--- src/verilog/intc_host_regs.svh ---
`ifndef INTC_HOST_REGS_SVH
`define INTC_HOST_REGS_SVH
// Register-select values seen by the device
`define SEL_EVEN 1'b0
`define SEL_ODD 1'b1
// Opcode returned on the first call-mode pulse
`define CALL_OPCODE 8'hcd
// Pulses per acknowledge sequence
`define CALL_PULSES 2'h3
`define TYPE_PULSES 2'h2
// Strobe low time and gap, in ns, and cycles at 10 ns
`define STROBE_NS 100
`define STROBE_CYC (((`STROBE_NS) + 9) / 10)
`define GAP_NS 50
`define GAP_CYC (((`GAP_NS) + 9) / 10)
`endif

--- src/verilog/intc_host_pkg.sv ---
package intc_host_pkg;
  typedef enum logic [2:0] {
    IDLE = 3'b000,
    LOW = 3'b001,
    SAMPLE = 3'b011,
    GAP = 3'b010
  } phase_type;
  typedef enum logic [1:0] {
    OP_WRITE = 2'h0,
    OP_READ = 2'h1,
    OP_ACK = 2'h2
  } op_type;
endpackage

--- src/verilog/strobe_timer.sv ---
`timescale 1ns/1ps
`default_nettype none
`include "intc_host_regs.svh"
module strobe_timer
  import intc_host_pkg::*;
(
  input wire logic mclk,
  input wire logic reset,
  input wire logic load,
  input wire logic [7:0] count,
  output logic done
);
  logic [7:0] left;
  // Down counter, done when it reaches one
  always_ff @(posedge mclk)
  begin
    if (reset)
      left <= 8'h00;
    else if (load)
      left <= count;
    else if (left != 8'h00)
      left <= left - 8'h01;
  end
  assign done = (left == 8'h01);
endmodule
`default_nettype wire

--- src/verilog/intc_host_ctrl.sv ---
// How it works
// - Host holds command data stable on the bus during the write strobe.
// - Request inputs come from outside; host passes them through a two-flop synchroniser only.
// - Host issues acknowledge pulses and samples vector bytes during them.
// - Software picks call or type mode; host follows the chosen mode.
// - Call mode sends exactly three acknowledge pulses.
`timescale 1ns/1ps
`default_nettype none
`include "intc_host_regs.svh"
module intc_host_ctrl
  import intc_host_pkg::*;
(
  input wire logic mclk,
  input wire logic reset,
  // User side
  input wire logic start,
  input wire logic [1:0] op,
  input wire logic selOdd,
  input wire logic [7:0] writeData,
  input wire logic typeMode,
  output logic busy,
  output logic [7:0] readData,
  output logic [15:0] vectorAddr,
  output logic [7:0] vectorType,
  output logic vectorValid,
  output logic opcodeError,
  output logic irqPending,
  output logic cascadeValid,
  output logic [2:0] cascadeSeen,
  output logic slaveSelSeen,
  // Device pins
  output logic chip_sel_n,
  output logic write_n,
  output logic read_n,
  output logic irq_ack_n,
  output logic register_select,
  input wire logic [7:0] host_data_bus_in,
  output logic [7:0] host_data_bus_out,
  output logic host_data_bus_oe_n,
  input wire logic [2:0] cascade_id_lines,
  input wire logic slave_sel_or_buffer_enable,
  input wire logic dev_int
);
  phase_type phase;
  phase_type next_phase;
  op_type curOp;
  logic [1:0] pulse;
  logic [7:0] dataMeta, dataSync;
  logic [2:0] casMeta;
  logic spMeta, intMeta, intSync;
  logic loadTimer, timerDone, lastPulse, takeStart;
  logic [7:0] timerCount;

  // two-flop synchronisers for asynchronous device pins
  always_ff @(posedge mclk)
  begin
    dataMeta <= host_data_bus_in;
    dataSync <= dataMeta;
    casMeta <= cascade_id_lines;
    cascadeSeen <= casMeta;
    spMeta <= slave_sel_or_buffer_enable;
    slaveSelSeen <= spMeta;
    intMeta <= dev_int;
    intSync <= intMeta;
  end

  assign irqPending = intSync;
  // cascade lines valid only from a master
  assign cascadeValid = slaveSelSeen;

  // Start acceptance, timer reload and busy
  assign takeStart = (phase == IDLE) && start && (op != 2'h3);
  assign lastPulse = typeMode ? (pulse == `TYPE_PULSES - 2'h1)
                              : (pulse == `CALL_PULSES - 2'h1);
  assign loadTimer = takeStart || (next_phase != phase);
  assign timerCount = (next_phase == GAP) ? 8'(`GAP_CYC) : 8'(`STROBE_CYC + 2);
  assign busy = (phase != IDLE);

  strobe_timer timer (
    .mclk(mclk),
    .reset(reset),
    .load(loadTimer),
    .count(timerCount),
    .done(timerDone)
  );

  // Phase sequencing
  always_comb
  begin
    next_phase = phase;
    unique case (phase)
      IDLE: if (takeStart) next_phase = LOW;
      LOW: if (timerDone) next_phase = SAMPLE;
      SAMPLE: next_phase = GAP;
      GAP:
        if (timerDone)
          next_phase = (curOp == OP_ACK && !lastPulse) ? LOW : IDLE;
      default: next_phase = IDLE;
    endcase
  end

  always_ff @(posedge mclk)
  begin
    if (reset)
      phase <= IDLE;
    else
      phase <= next_phase;
  end

  // Operation latch and pulse counter
  always_ff @(posedge mclk)
  begin
    if (reset)
    begin
      curOp <= OP_WRITE;
      pulse <= 2'h0;
    end
    else if (takeStart)
    begin
      curOp <= op_type'(op);
      pulse <= 2'h0;
    end
    else if (phase == GAP && timerDone && curOp == OP_ACK)
      pulse <= lastPulse ? 2'h0 : pulse + 2'h1;
  end

  // Pin drive: chip select only on register access
  always_ff @(posedge mclk)
  begin
    if (reset)
    begin
      chip_sel_n <= 1'b1;
      write_n <= 1'b1;
      read_n <= 1'b1;
      irq_ack_n <= 1'b1;
      host_data_bus_oe_n <= 1'b1;
      host_data_bus_out <= 8'h00;
      register_select <= `SEL_EVEN;
    end
    else
    begin
      if (takeStart)
      begin
        register_select <= selOdd;
        host_data_bus_out <= writeData;
      end
      chip_sel_n <= !((next_phase == LOW || next_phase == SAMPLE) &&
                      (takeStart ? op != OP_ACK : curOp != OP_ACK));
      write_n <= !(next_phase inside {LOW, SAMPLE} &&
                   (takeStart ? op == OP_WRITE : curOp == OP_WRITE));
      read_n <= !(next_phase inside {LOW, SAMPLE} &&
                  (takeStart ? op == OP_READ : curOp == OP_READ));
      irq_ack_n <= !(next_phase inside {LOW, SAMPLE} &&
                     (takeStart ? op == OP_ACK : curOp == OP_ACK));
      host_data_bus_oe_n <= !(next_phase != IDLE &&
                              (takeStart ? op == OP_WRITE : curOp == OP_WRITE));
    end
  end

  // Capture of returned bytes in SAMPLE
  always_ff @(posedge mclk)
  begin
    if (reset)
    begin
      readData <= 8'h00;
      vectorAddr <= 16'h0000;
      vectorType <= 8'h00;
      vectorValid <= 1'b0;
      opcodeError <= 1'b0;
    end
    else
    begin
      vectorValid <= 1'b0;
      if (takeStart && op == OP_ACK)
        opcodeError <= 1'b0;
      if (phase == SAMPLE && curOp == OP_READ)
        readData <= dataSync;
      if (phase == SAMPLE && curOp == OP_ACK)
      begin
        if (typeMode)
        begin
          if (pulse == 2'h1)
          begin
            vectorType <= dataSync;
            vectorValid <= 1'b1;
          end
        end
        else
        begin
          if (pulse == 2'h0 && dataSync != `CALL_OPCODE)
            opcodeError <= 1'b1;
          if (pulse == 2'h1)
            vectorAddr[7:0] <= dataSync;
          if (pulse == 2'h2)
          begin
            vectorAddr[15:8] <= dataSync;
            vectorValid <= 1'b1;
          end
        end
      end
    end
  end

  // Checks
  chip_sel_ack_a: assert property (@(posedge mclk) disable iff (reset)
    !irq_ack_n |-> chip_sel_n) else $error("chip select during acknowledge");
  bus_release_a: assert property (@(posedge mclk) disable iff (reset)
    !read_n |-> host_data_bus_oe_n) else $error("bus driven during read");
  write_hold_a: assert property (@(posedge mclk) disable iff (reset)
    $fell(write_n) |-> !host_data_bus_oe_n [*3]) else $error("write data not held");
  read_cs_a: assert property (@(posedge mclk) disable iff (reset)
    !read_n |-> !chip_sel_n) else $error("read without chip select");
  strobe_excl_a: assert property (@(posedge mclk) disable iff (reset)
    !(!read_n && !write_n)) else $error("read and write together");
  pulse_bound_a: assert property (@(posedge mclk) disable iff (reset)
    pulse != 2'h3) else $error("pulse counter overrun");
  call_valid_a: assert property (@(posedge mclk) disable iff (reset)
    vectorValid && !typeMode |-> $past(pulse) == 2'h2) else $error("call vector early");
  type_valid_a: assert property (@(posedge mclk) disable iff (reset)
    vectorValid && typeMode |-> $past(pulse) == 2'h1) else $error("type vector wrong");
  ack_cover: cover property (@(posedge mclk) vectorValid);
  write_cover: cover property (@(posedge mclk) $fell(write_n));
  read_cover: cover property (@(posedge mclk) $fell(read_n));
endmodule
`default_nettype wire

--- config.mk ---
export PLATFORM = sky130hd
export DESIGN_NAME = intc_host_ctrl
export DESIGN_NICKNAME = d
export VERILOG_FILES = /design/src/verilog/intc_host_pkg.sv /design/src/verilog/strobe_timer.sv /design/src/verilog/intc_host_ctrl.sv
export VERILOG_INCLUDE_DIRS = /design/src /design/src/verilog
export SDC_FILE = /design/constraint.sdc
export NUM_CORES = 1
export LEC_CHECK = 0
export BUFFER_PORTS_ARGS = -buffer_cell sky130_fd_sc_hd__buf_2
export CAP_MARGIN = 20
export CORE_MARGIN = 2
export CORE_UTILIZATION = 35
export CTS_BUF_LIST = sky130_fd_sc_hd__clkbuf_4
export CTS_CLUSTER_DIAMETER = 200
export DETAILED_ROUTE_END_ITERATION = 12
export PLACE_DENSITY_LB_ADDON = 0.15
export SYNTH_ARGS = -nofsm -noshare
export SYNTH_HDL_FRONTEND = slang
export SYNTH_SLANG_ARGS = --single-unit
--- constraint.sdc ---
create_clock -name mclk -period 1.8 [get_ports mclk]
set_input_delay 0.09 -clock mclk [delete_from_list [all_inputs] [get_ports mclk]]
set_output_delay 0.09 -clock mclk [all_outputs]
set_load 0.05 [all_outputs]
=== Yosys cells after proc, flatten, opt, wreduce, memory -nomap -nowiden ===
Index checks and enable logic that the tools add are counted.

* Memories: 0
* Memory bits (writable): 0
* Output and inout port bits: 55
* Bits of input ports: 28
* Word-level logic and storage cells: 104
* ROM bits: 0
* Latch bits: 0
* Register bits after elaboration: 89

* Bitwise logic cells: 2
* Shift-type cells: 0
* Order comparisons: 0
* Reduce and logical (&&, ||, !) cells: 36
* Add/subtract/negate cells: 2
* Div/mod/pow operators: 0
* Multiplexer cells: 21
* Multipliers: 0
* Equal/unequal tests: 18

{| class="wikitable"
|+ Operators by type and width
! kind !! number
|-
| 8-bit 2-to-1 mux || 2
|-
| 1-bit logical AND || 14
|-
| 1-bit 2-to-1 mux || 13
|-
| 3-bit by 2-bit equality test with 1-bit output (second input constant) || 4
|-
| 3-bit one-hot mux with 4 select lines || 1
|-
| 3-bit 2-to-1 mux || 3
|-
| 3-bit AND reduction || 3
|-
| 8-bit by 1-bit equality test with 1-bit output (second input constant) || 1
|-
| 8-bit inequality test (second input constant) || 1
|-
| 8-bit nonzero test || 1
|-
| 8-bit by 1-bit subtractor with 8-bit output (second input constant) || 1
|-
| 2-bit by 1-bit equality test with 1-bit output (second input constant) || 3
|-
| 2-bit equality test (second input constant) || 3
|-
| 3-bit by 1-bit equality test with 1-bit output (second input constant) || 2
|-
| 1-bit logical NOT || 6
|-
| 2-bit logical NOT || 3
|-
| 2-bit inequality test (second input constant) || 3
|-
| 3-bit nonzero test || 2
|-
| 4-bit 2-to-1 mux || 1
|-
| 2-bit nonzero test || 2
|-
| 2-bit OR reduction || 2
|-
| 3-bit logical NOT || 1
|-
| 3-bit inequality test || 1
|-
| 2-bit by 1-bit adder with 2-bit output (second input constant) || 1
|-
| 3 further kinds || 5
|}

=== Logic depth before layout (Yosys ltp) ===
Gate-level depths: netlist (run 1).

* Depth after elaboration: 11
* Depth in mapped cells: 6
* Mapped depth without buffers: 6

=== Cells and area by module ===
Synthesis (run 1) repeated with hierarchy kept, for this count alone.

* Cells, all modules: 309
* Area total of the unflattened synthesis: 3280.6 µm²

{| class="wikitable"
|+ By module, submodules not included
! module !! cells each !! instances !! area each (µm²) !! sequential area each (µm²)
|-
| intc_host_ctrl || 256 || 1 || 2772.7 || 1621.6
|-
| strobe_timer || 53 || 1 || 508.0 || 160.2
|}

=== Worst setup path before layout (run 1) ===
OpenSTA, ideal clock, no wires.

* Path kind: reg2reg
* Start point: register phase[2]
* End point: register vectorAddr[10]
* Setup time: 0.128 ns
* Cell stages (with the launch flop): 6
* Slack: 0.185 ns
* Buffers on the path: 1
* Period minus slack after synthesis: 1.615 ns
* Data required time: 1.672 ns
* Data arrival time: 1.487 ns
* Path through: dfxtp_1 -> buf_2 -> nand3b_4 -> nor4_4 -> mux2i_1 -> nor2_1

* Word-level cells in the longest chain between the ends: 3

{| class="wikitable"
|+ RTL lines
! item !! RTL line !! source
|-
| start: declaration || intc_host_ctrl.sv:44 || <nowiki>phase_type phase;</nowiki>
|-
| start signal: assignment || intc_host_ctrl.sv:107 || <nowiki>phase <= next_phase;</nowiki>
|-
| 3-bit by 2-bit equality test with 1-bit output || intc_host_ctrl.sv:178 || <nowiki>if (phase == SAMPLE && curOp == OP_ACK)</nowiki>
|-
| 1-bit logical AND || intc_host_ctrl.sv:178 ||
|-
| 3-bit AND reduction (no source line) || n/a ||
|-
| end signal: assignment || intc_host_ctrl.sv:196 || <nowiki>vectorAddr[15:8] <= dataSync;</nowiki>
|-
| end: declaration || intc_host_ctrl.sv:23 || <nowiki>output logic [15:0] vectorAddr,</nowiki>
|}

Every way passes these cells.
A chain may end at the register's enable or synchronous reset.

=== Worst setup path in the final report (run 1) ===
* Start point: register timer.left[0]
* End point: register pulse[0]

* Word-level cells in the longest chain between the ends: 3

{| class="wikitable"
|+ RTL lines
! item !! RTL line !! source
|-
| start: declaration || strobe_timer.sv:13 || <nowiki>logic [7:0] left;</nowiki>
|-
| start signal: assignment || strobe_timer.sv:20 || <nowiki>left <= count;</nowiki>
|-
| start signal: assignment || strobe_timer.sv:22 || <nowiki>left <= left - 8'h01;</nowiki>
|-
| 8-bit by 1-bit equality test with 1-bit output || strobe_timer.sv:24 || <nowiki>assign done = (left == 8'h01);</nowiki>
|-
| 1-bit logical AND (2 in series) || intc_host_ctrl.sv:123 || <nowiki>else if (phase == GAP && timerDone && curOp == OP_ACK)</nowiki>
|-
| end signal: assignment || intc_host_ctrl.sv:124 || <nowiki>pulse <= lastPulse ? 2'h0 : pulse + 2'h1;</nowiki>
|-
| end: declaration || intc_host_ctrl.sv:47 || <nowiki>logic [1:0] pulse;</nowiki>
|}

Every way passes these cells.

==> results.ini, run 1 <==
[global_route]
grt_pass1_wl_mm = 11.64
antenna_found_initial = 0
grt_max_degree = 36
grt_pass1_vias = 2448
grt_use_total_pct = 14.92
grt_overflow_total = 0

[worst_setup_path]
end_kind = flop
startpoint_type = flop
critical_path.max_fanout = 6
path_class = reg -> reg
cp.required_ns = 2.13
arrival_ns = 1.97

[clocking]
max-clock-path-buffers = 2
cts_tree = yes
cts_sinks = 89
cts_buffers = 9
cts_setup_buffers = 0
h-tree-depth = 3
root_buffer = clkbuf_4
clk_latency_ns = 0.43
cts.clk_slew.worst_paths_ns = 0.14

[sta]
fmax_ghz = 0.6090
hold_viol_final = 0
period_share_pct = 91.23
finalSetupTns_ns = 0
min_period_ns = 1.642
skew_ns = 0.01273
rsz0062_at_grt = false
setup_viol = 0
slew_viol_final = 0

[drt]
wire_per_inst_um = 13.13
vias_per_cell = 4.720
drt_iter0_drc = 117
drt_pass1_iterations = 4
ant_nets = 0
drt_wl_total_mm = 6.987
drc = 0
num_vias = 2511

[min_path]
min_path_type = in -> reg

[cells_and_area]
diodes = 0
final_nets = 452
nFillCells = 891
utilization_pct = 47.86
area_growth_pct = 32.18
drive_above_1_share_pct = 29.72

[die]
die-height_um = 99.22
rows = 34
initial_utilization_pct = 36.21
die_x_um = 99.22
ioPinCount = 83
die_area_um2 = 9844
core_area_um2 = 8763

[synth]
async_flop_share_pct = 0
yosysSeqAreaShare_pct = 56.15
synth.cell_area_um2 = 3173
ys_warn_count = 0
synth_cell_types = 46
synth-edff-count = 0
synthCells = 300
synth_top_flop_cell = dfxtp_1
syn-num-nets = 333
synth_seq_cells = 89
synth_area_per_cell_um2 = 10.58

[flow_run]
drv_cap = 0

[placement]
hpwl_mm = 4.815
portBuffers = 82
gp_congestion = 0.8156

[pwr]
p_per_area_nw_per_um2 = 847.3
ir_worst_vdd_uv = 460.5
p_leak_nw = 1.811

[status]
status = completed

## cell usage after synthesis, drive strengths merged, types with 2 or more instances
library cell	count	area share (%)
nor4	6	2.6
nand2	29	3.4
o41ai	2	0.55
nand4	3	0.59
nor2	37	4.4
nor3	9	2.1
a221oi	2	0.55
buf	5	0.95
inv	11	1.3
o22ai	2	0.39
clkbuf	8	0.95
or4	3	0.71
o21ai	3	0.47
mux2i	37	12
a211oi	2	0.47
nor4b	2	0.75
nand4b	2	0.55
nand3	2	0.32
nor3b	3	0.71
nand2b	4	0.79
a21oi	16	2.6
dfxtp	89	56
ha	5	2.0
## cell type report
type / instances / area [um^2] / area share, %
clock buffers: 9 / 67.56 / 1.611
clock inverters: 7 / 76.32 / 1.820
inverters: 11 / 41.29 / 0.9845
multi-input cells: 187 / 1314 / 31.32
flip-flops and latches: 89 / 1784 / 42.54
well taps: 108 / 135.1 / 3.222
repair buffers: 121 / 775.7 / 18.50
## what timing repair did
action                                  4_1_cts  5_1_grt
hold buffers                                 24        0
endpoints found under the setup margin        1        9
endpoints found under the hold margin        25        0
resized for setup                             1        6
## critical path: stages, from the launching register on
cell and delay [ns]:
dfxtp_1 0.44, ha_1 0.16, nor3b_1 0.24, nand4b_1 0.22, nand2b_1 0.25, o41ai_1 0.24
## where the power goes
part | internal [W] | switching [W] | total [W]
sequential | 0.00203 | 0.0000462 | 0.00207
combinational | 0.000150 | 0.000202 | 0.000352
clock | 0.000434 | 0.000695 | 0.00113
total | 0.00261 | 0.000944 | 0.00355
## cell families (layout without fill, tap and decap cells)
group,Yosys count,after routing,synth area share [%]
XOR/XNOR,1,1,0.2761
adder cells (fa/ha/maj),5,5,1.972
flip-flops,89,89,56.15
buffers and inverters,24,148,3.194
AO/OA/AOI/OAI,37,37,7.847
AND/OR/NAND/NOR,106,106,18.77
multiplexers,37,37,11.67
other,1,1,0.1182
## stage by stage
stage,hold WS [ns],cell area (um^2),total power [W],worst slack [ns],instances
after floorplan,0.1177,3173,0.002316,0.1855,300
after global placement,0.1930,3784,0.002416,0.1566,492
after detailed placement,0.1936,3784,0.002419,0.03624,492
after CTS,0.03150,4173,0.003603,0.08809,532
after global routing,0.06025,4194,0.003742,0.01354,532
final,0.06125,4194,0.003554,0.1579,532
## per-layer routing
layer	track usage, %	share of wire (%)
met1	19.68	47
met2	22.82	45
met3	4.146	5.9
met4	6.744	2.0
met5	0	0
## cell usage in the layout, fill, tap and decap left out, drive strengths merged, types with 3 or more instances in the layout
cell type    instances
nor3                 9
mux2i               37
nand4                3
buf                 97
ha                   5
nor2                37
nor3b                3
or4                  3
clkbuf               9
inv                 13
a21oi               16
nor4                 6
nand2               29
o21ai                3
dlygate4sd3         24
clkinv               3
dfxtp               89
nand2b               4
## flip-flops by register name, summed over array words and instances (netlist names), 8 cells and up
register / flops
vectorType: 8
host_data_bus_out: 8
readData: 8
dataMeta: 8
vectorAddr: 16
dataSync: 8
timer.left: 8
## final timing paths
check                             start                      to  slack, ns  cells after the start
max          timer.left[0]$_SDFFE_PP0P_   pulse[0]$_SDFFE_PP0P_       0.16                      5
min                            typeMode  opcodeError$_SDFF_PP0_       0.06                      3
max reg2reg  timer.left[0]$_SDFFE_PP0P_   pulse[0]$_SDFFE_PP0P_       0.16                      5
min reg2reg          casMeta[0]$_DFF_P_  cascadeSeen[0]$_DFF_P_       0.33                      0
(Power assumes the default switching activity.)
==> run 2: changes to the inputs <==
Settings changed: GPL_TIMING_DRIVEN set to 0.
==> results.ini, run 2 (synthesis gave the netlist of run 1 again) <==
[placement]
gp_congestion = 0.8223  ; +0.82%
dp.cells = 490  ; -0.41%
placed_area_um2 = 3719  ; -1.7%
hpwl_mm = 4.827  ; +0.25%
portBuffers = 82  ; unchanged
dp_slack_ns = -0.2055  ; -0.2418 ns

[die]
die-height_um = 99.22  ; unchanged
rows = 34  ; unchanged
die_area_um2 = 9844  ; unchanged
die_x_um = 99.22  ; unchanged
ioPinCount = 83  ; unchanged
core_area_um2 = 8763  ; unchanged
initial_utilization_pct = 36.21  ; unchanged

[worst_setup_path]
arrival_ns = 2.03  ; +0.06 ns
startpoint_type = flop
path_buf_inv = 1  ; +1
critical_path.max_fanout = 10  ; +4
cp.required_ns = 2.12  ; about the same
cp_cell_sequence = buf_4 > or4b_1 > nor3_1 > o21ai_0 > nand2b_1
reg2reg_depth = 5  ; unchanged
slowest_delay_ns = 0.59  ; +0.15 ns
critPathTopFamily = simple AND/OR/NAND/NOR gates
end_kind = flop
path_class = reg -> reg
crit_cells = 5  ; unchanged
r2r_start = phase[1]$_SDFF_PP0_
cpMaxStageDelayCell = or4b_1
crit_start = phase[1]$_SDFF_PP0_

[cells_and_area]
layout_common_cells = dfxtp_1 (88), buf_2 (85), nor2_1 (37)
instances_no_fill = 539  ; +1.3%
largest_reg_flops = 16  ; unchanged
nFillCells = 867  ; -2.7%
top_register = vectorAddr
area_growth_pct = 34.46
drive_above_1_share_pct = 29.93  ; +0.21 points
fin_area_um2 = 4267  ; +1.7%
final_common_cell = dfxtp_1
final_nets = 459  ; +1.5%
diodes = 0  ; unchanged

[global_route]
grt_overflow_total = 0  ; unchanged
grt_max_degree = 15  ; -58%
grt_pass1_wl_mm = 11.43  ; -1.8%
grt_pass1_vias = 2343  ; -4.3%
grt_use_total_pct = 14.70  ; -0.22 points
antenna_found_initial = 0  ; unchanged

[clocking]
root_buffer = clkbuf_4
cts.clk_slew.worst_paths_ns = 0.14  ; about the same
clk_latency_ns = 0.43  ; about the same
cts_sinks = 89  ; unchanged
h-tree-depth = 3  ; unchanged
cts_tree = yes
max-clock-path-buffers = 2  ; unchanged
cts_buffers = 9  ; unchanged

[status]
status = completed

[drt]
ant_nets = 0  ; unchanged
vias_per_cell = 4.692  ; -0.59%
num_vias = 2529  ; +0.72%
drt_wl_total_mm = 7.193  ; +2.9%
wire_per_inst_um = 13.35  ; +1.6%
drc = 0  ; unchanged
drt_pass1_iterations = 4  ; unchanged
drt_iter0_drc = 92  ; -21%

[sta]
finalSetupTns_ns = 0  ; unchanged
skew_ns = 0.01191  ; -0.0008177 ns
min_period_ns = 1.709  ; +0.06651 ns
fmax_ghz = 0.5853  ; -3.9%
hold_viol_final = 0  ; unchanged
period_share_pct = 94.92  ; +3.7 points
slew_viol_final = 0  ; unchanged
finalWorstSetupSlack_ns = 0.09142  ; -0.06651 ns
setup_viol = 0  ; unchanged
rsz0062_at_grt = true

[pwr]
p_int_w = 0.002773  ; +6.3%
p_per_area_nw_per_um2 = 864.3  ; +2.0%
p_seq_share_pct = 56.0  ; -2.3 points
p_sw_share_pct = 24.80  ; -1.8 points
p_sw_w = 0.0009146  ; -3.1%
p_leak_nw = 1.837  ; +1.4%
clkPwrFrac_pct = 34.1  ; +2.3 points
ir_worst_vdd_uv = 506.4  ; +10%
combPwrFrac_pct = 9.8  ; about the same

[min_path]
holdPathStages = 3  ; unchanged
min_path_type = in -> reg
min_from = op[0]

[flow_run]
drv_cap = 0  ; unchanged

-- run 2: final timing paths --
check	end	slack [ns]
min reg2reg	cascadeSeen[1]$_DFF_P_	0.34
max	write_n$_SDFF_PP1_	0.09
min	curOp[0]$_SDFFE_PP0P_	0.04
max reg2reg	write_n$_SDFF_PP1_	0.09
-- run 2: layer usage --
metal	vias to the layer above	routed length (um)	GRT usage, %	share of wire (%)
li1	1292	-	-	-
met1	1168	3305	19.24	46
met2	59	3328	22.71	46
met3	10	474	5.341	6.6
met4	0	84	4.636	1.2
met5	-	0	0	0
-- run 2: repair_timing --
item / 4_1_cts / 5_1_grt
endpoints found under the hold margin: 25 / 0
endpoints found under the setup margin: 41 / 32
cloned: 0 / 0
hold buffers: 23 / 0
gates resized for setup: 3 / 7
buffers inserted: 4 / 6
pin swaps: 4 / 4
-- run 2: layout make-up --
class	instances	area, um^2	share of cell area (%)
Clock buffer	11	82.58	1.935
Sequential cell	89	1783	41.79
Multi-Input combinational cell	187	1331	31.20
Clock inverter	5	78.83	1.848
Tap cell	108	135.1	3.167
Buffer	13	61.31	1.437
Inverter	11	41.29	0.9677
Timing Repair Buffer	115	753.2	17.65
-- run 2: metrics by stage --
step | util (%) | power (W) | hold slack [ns]
5_1_grt | 48.69 | 0.003840 | 0.04005
4_1_cts | 47.60 | 0.003712 | 0.008649
3_3_place_gp | 42.43 | 0.002413 | 0.1927
3_5_place_dp | 42.43 | 0.002416 | 0.1936
2_1_floorplan | - | 0.002316 | 0.1177
6_report | 48.69 | 0.003688 | 0.04466
-- run 2: worst reg2reg max path, delay by kind of cell (launching register included) --
kind                   cells  cell delay (ns)
AO/OA/AOI/OAI              1             0.15
buffers and inverters      1             0.18
flip-flops                 1             0.36
AND/OR/NAND/NOR            3             0.91
-- run 2: power by group through the flow --
stage	clock network (W)	registers [W]	logic, W
floorplan	0	0.00216	0.000156
global placement	0	0.00211	0.000304
detailed placement	0	0.00211	0.000305
CTS	0.00129	0.00207	0.000352
global route	0.00137	0.00208	0.000395
finish	0.00126	0.00207	0.000363
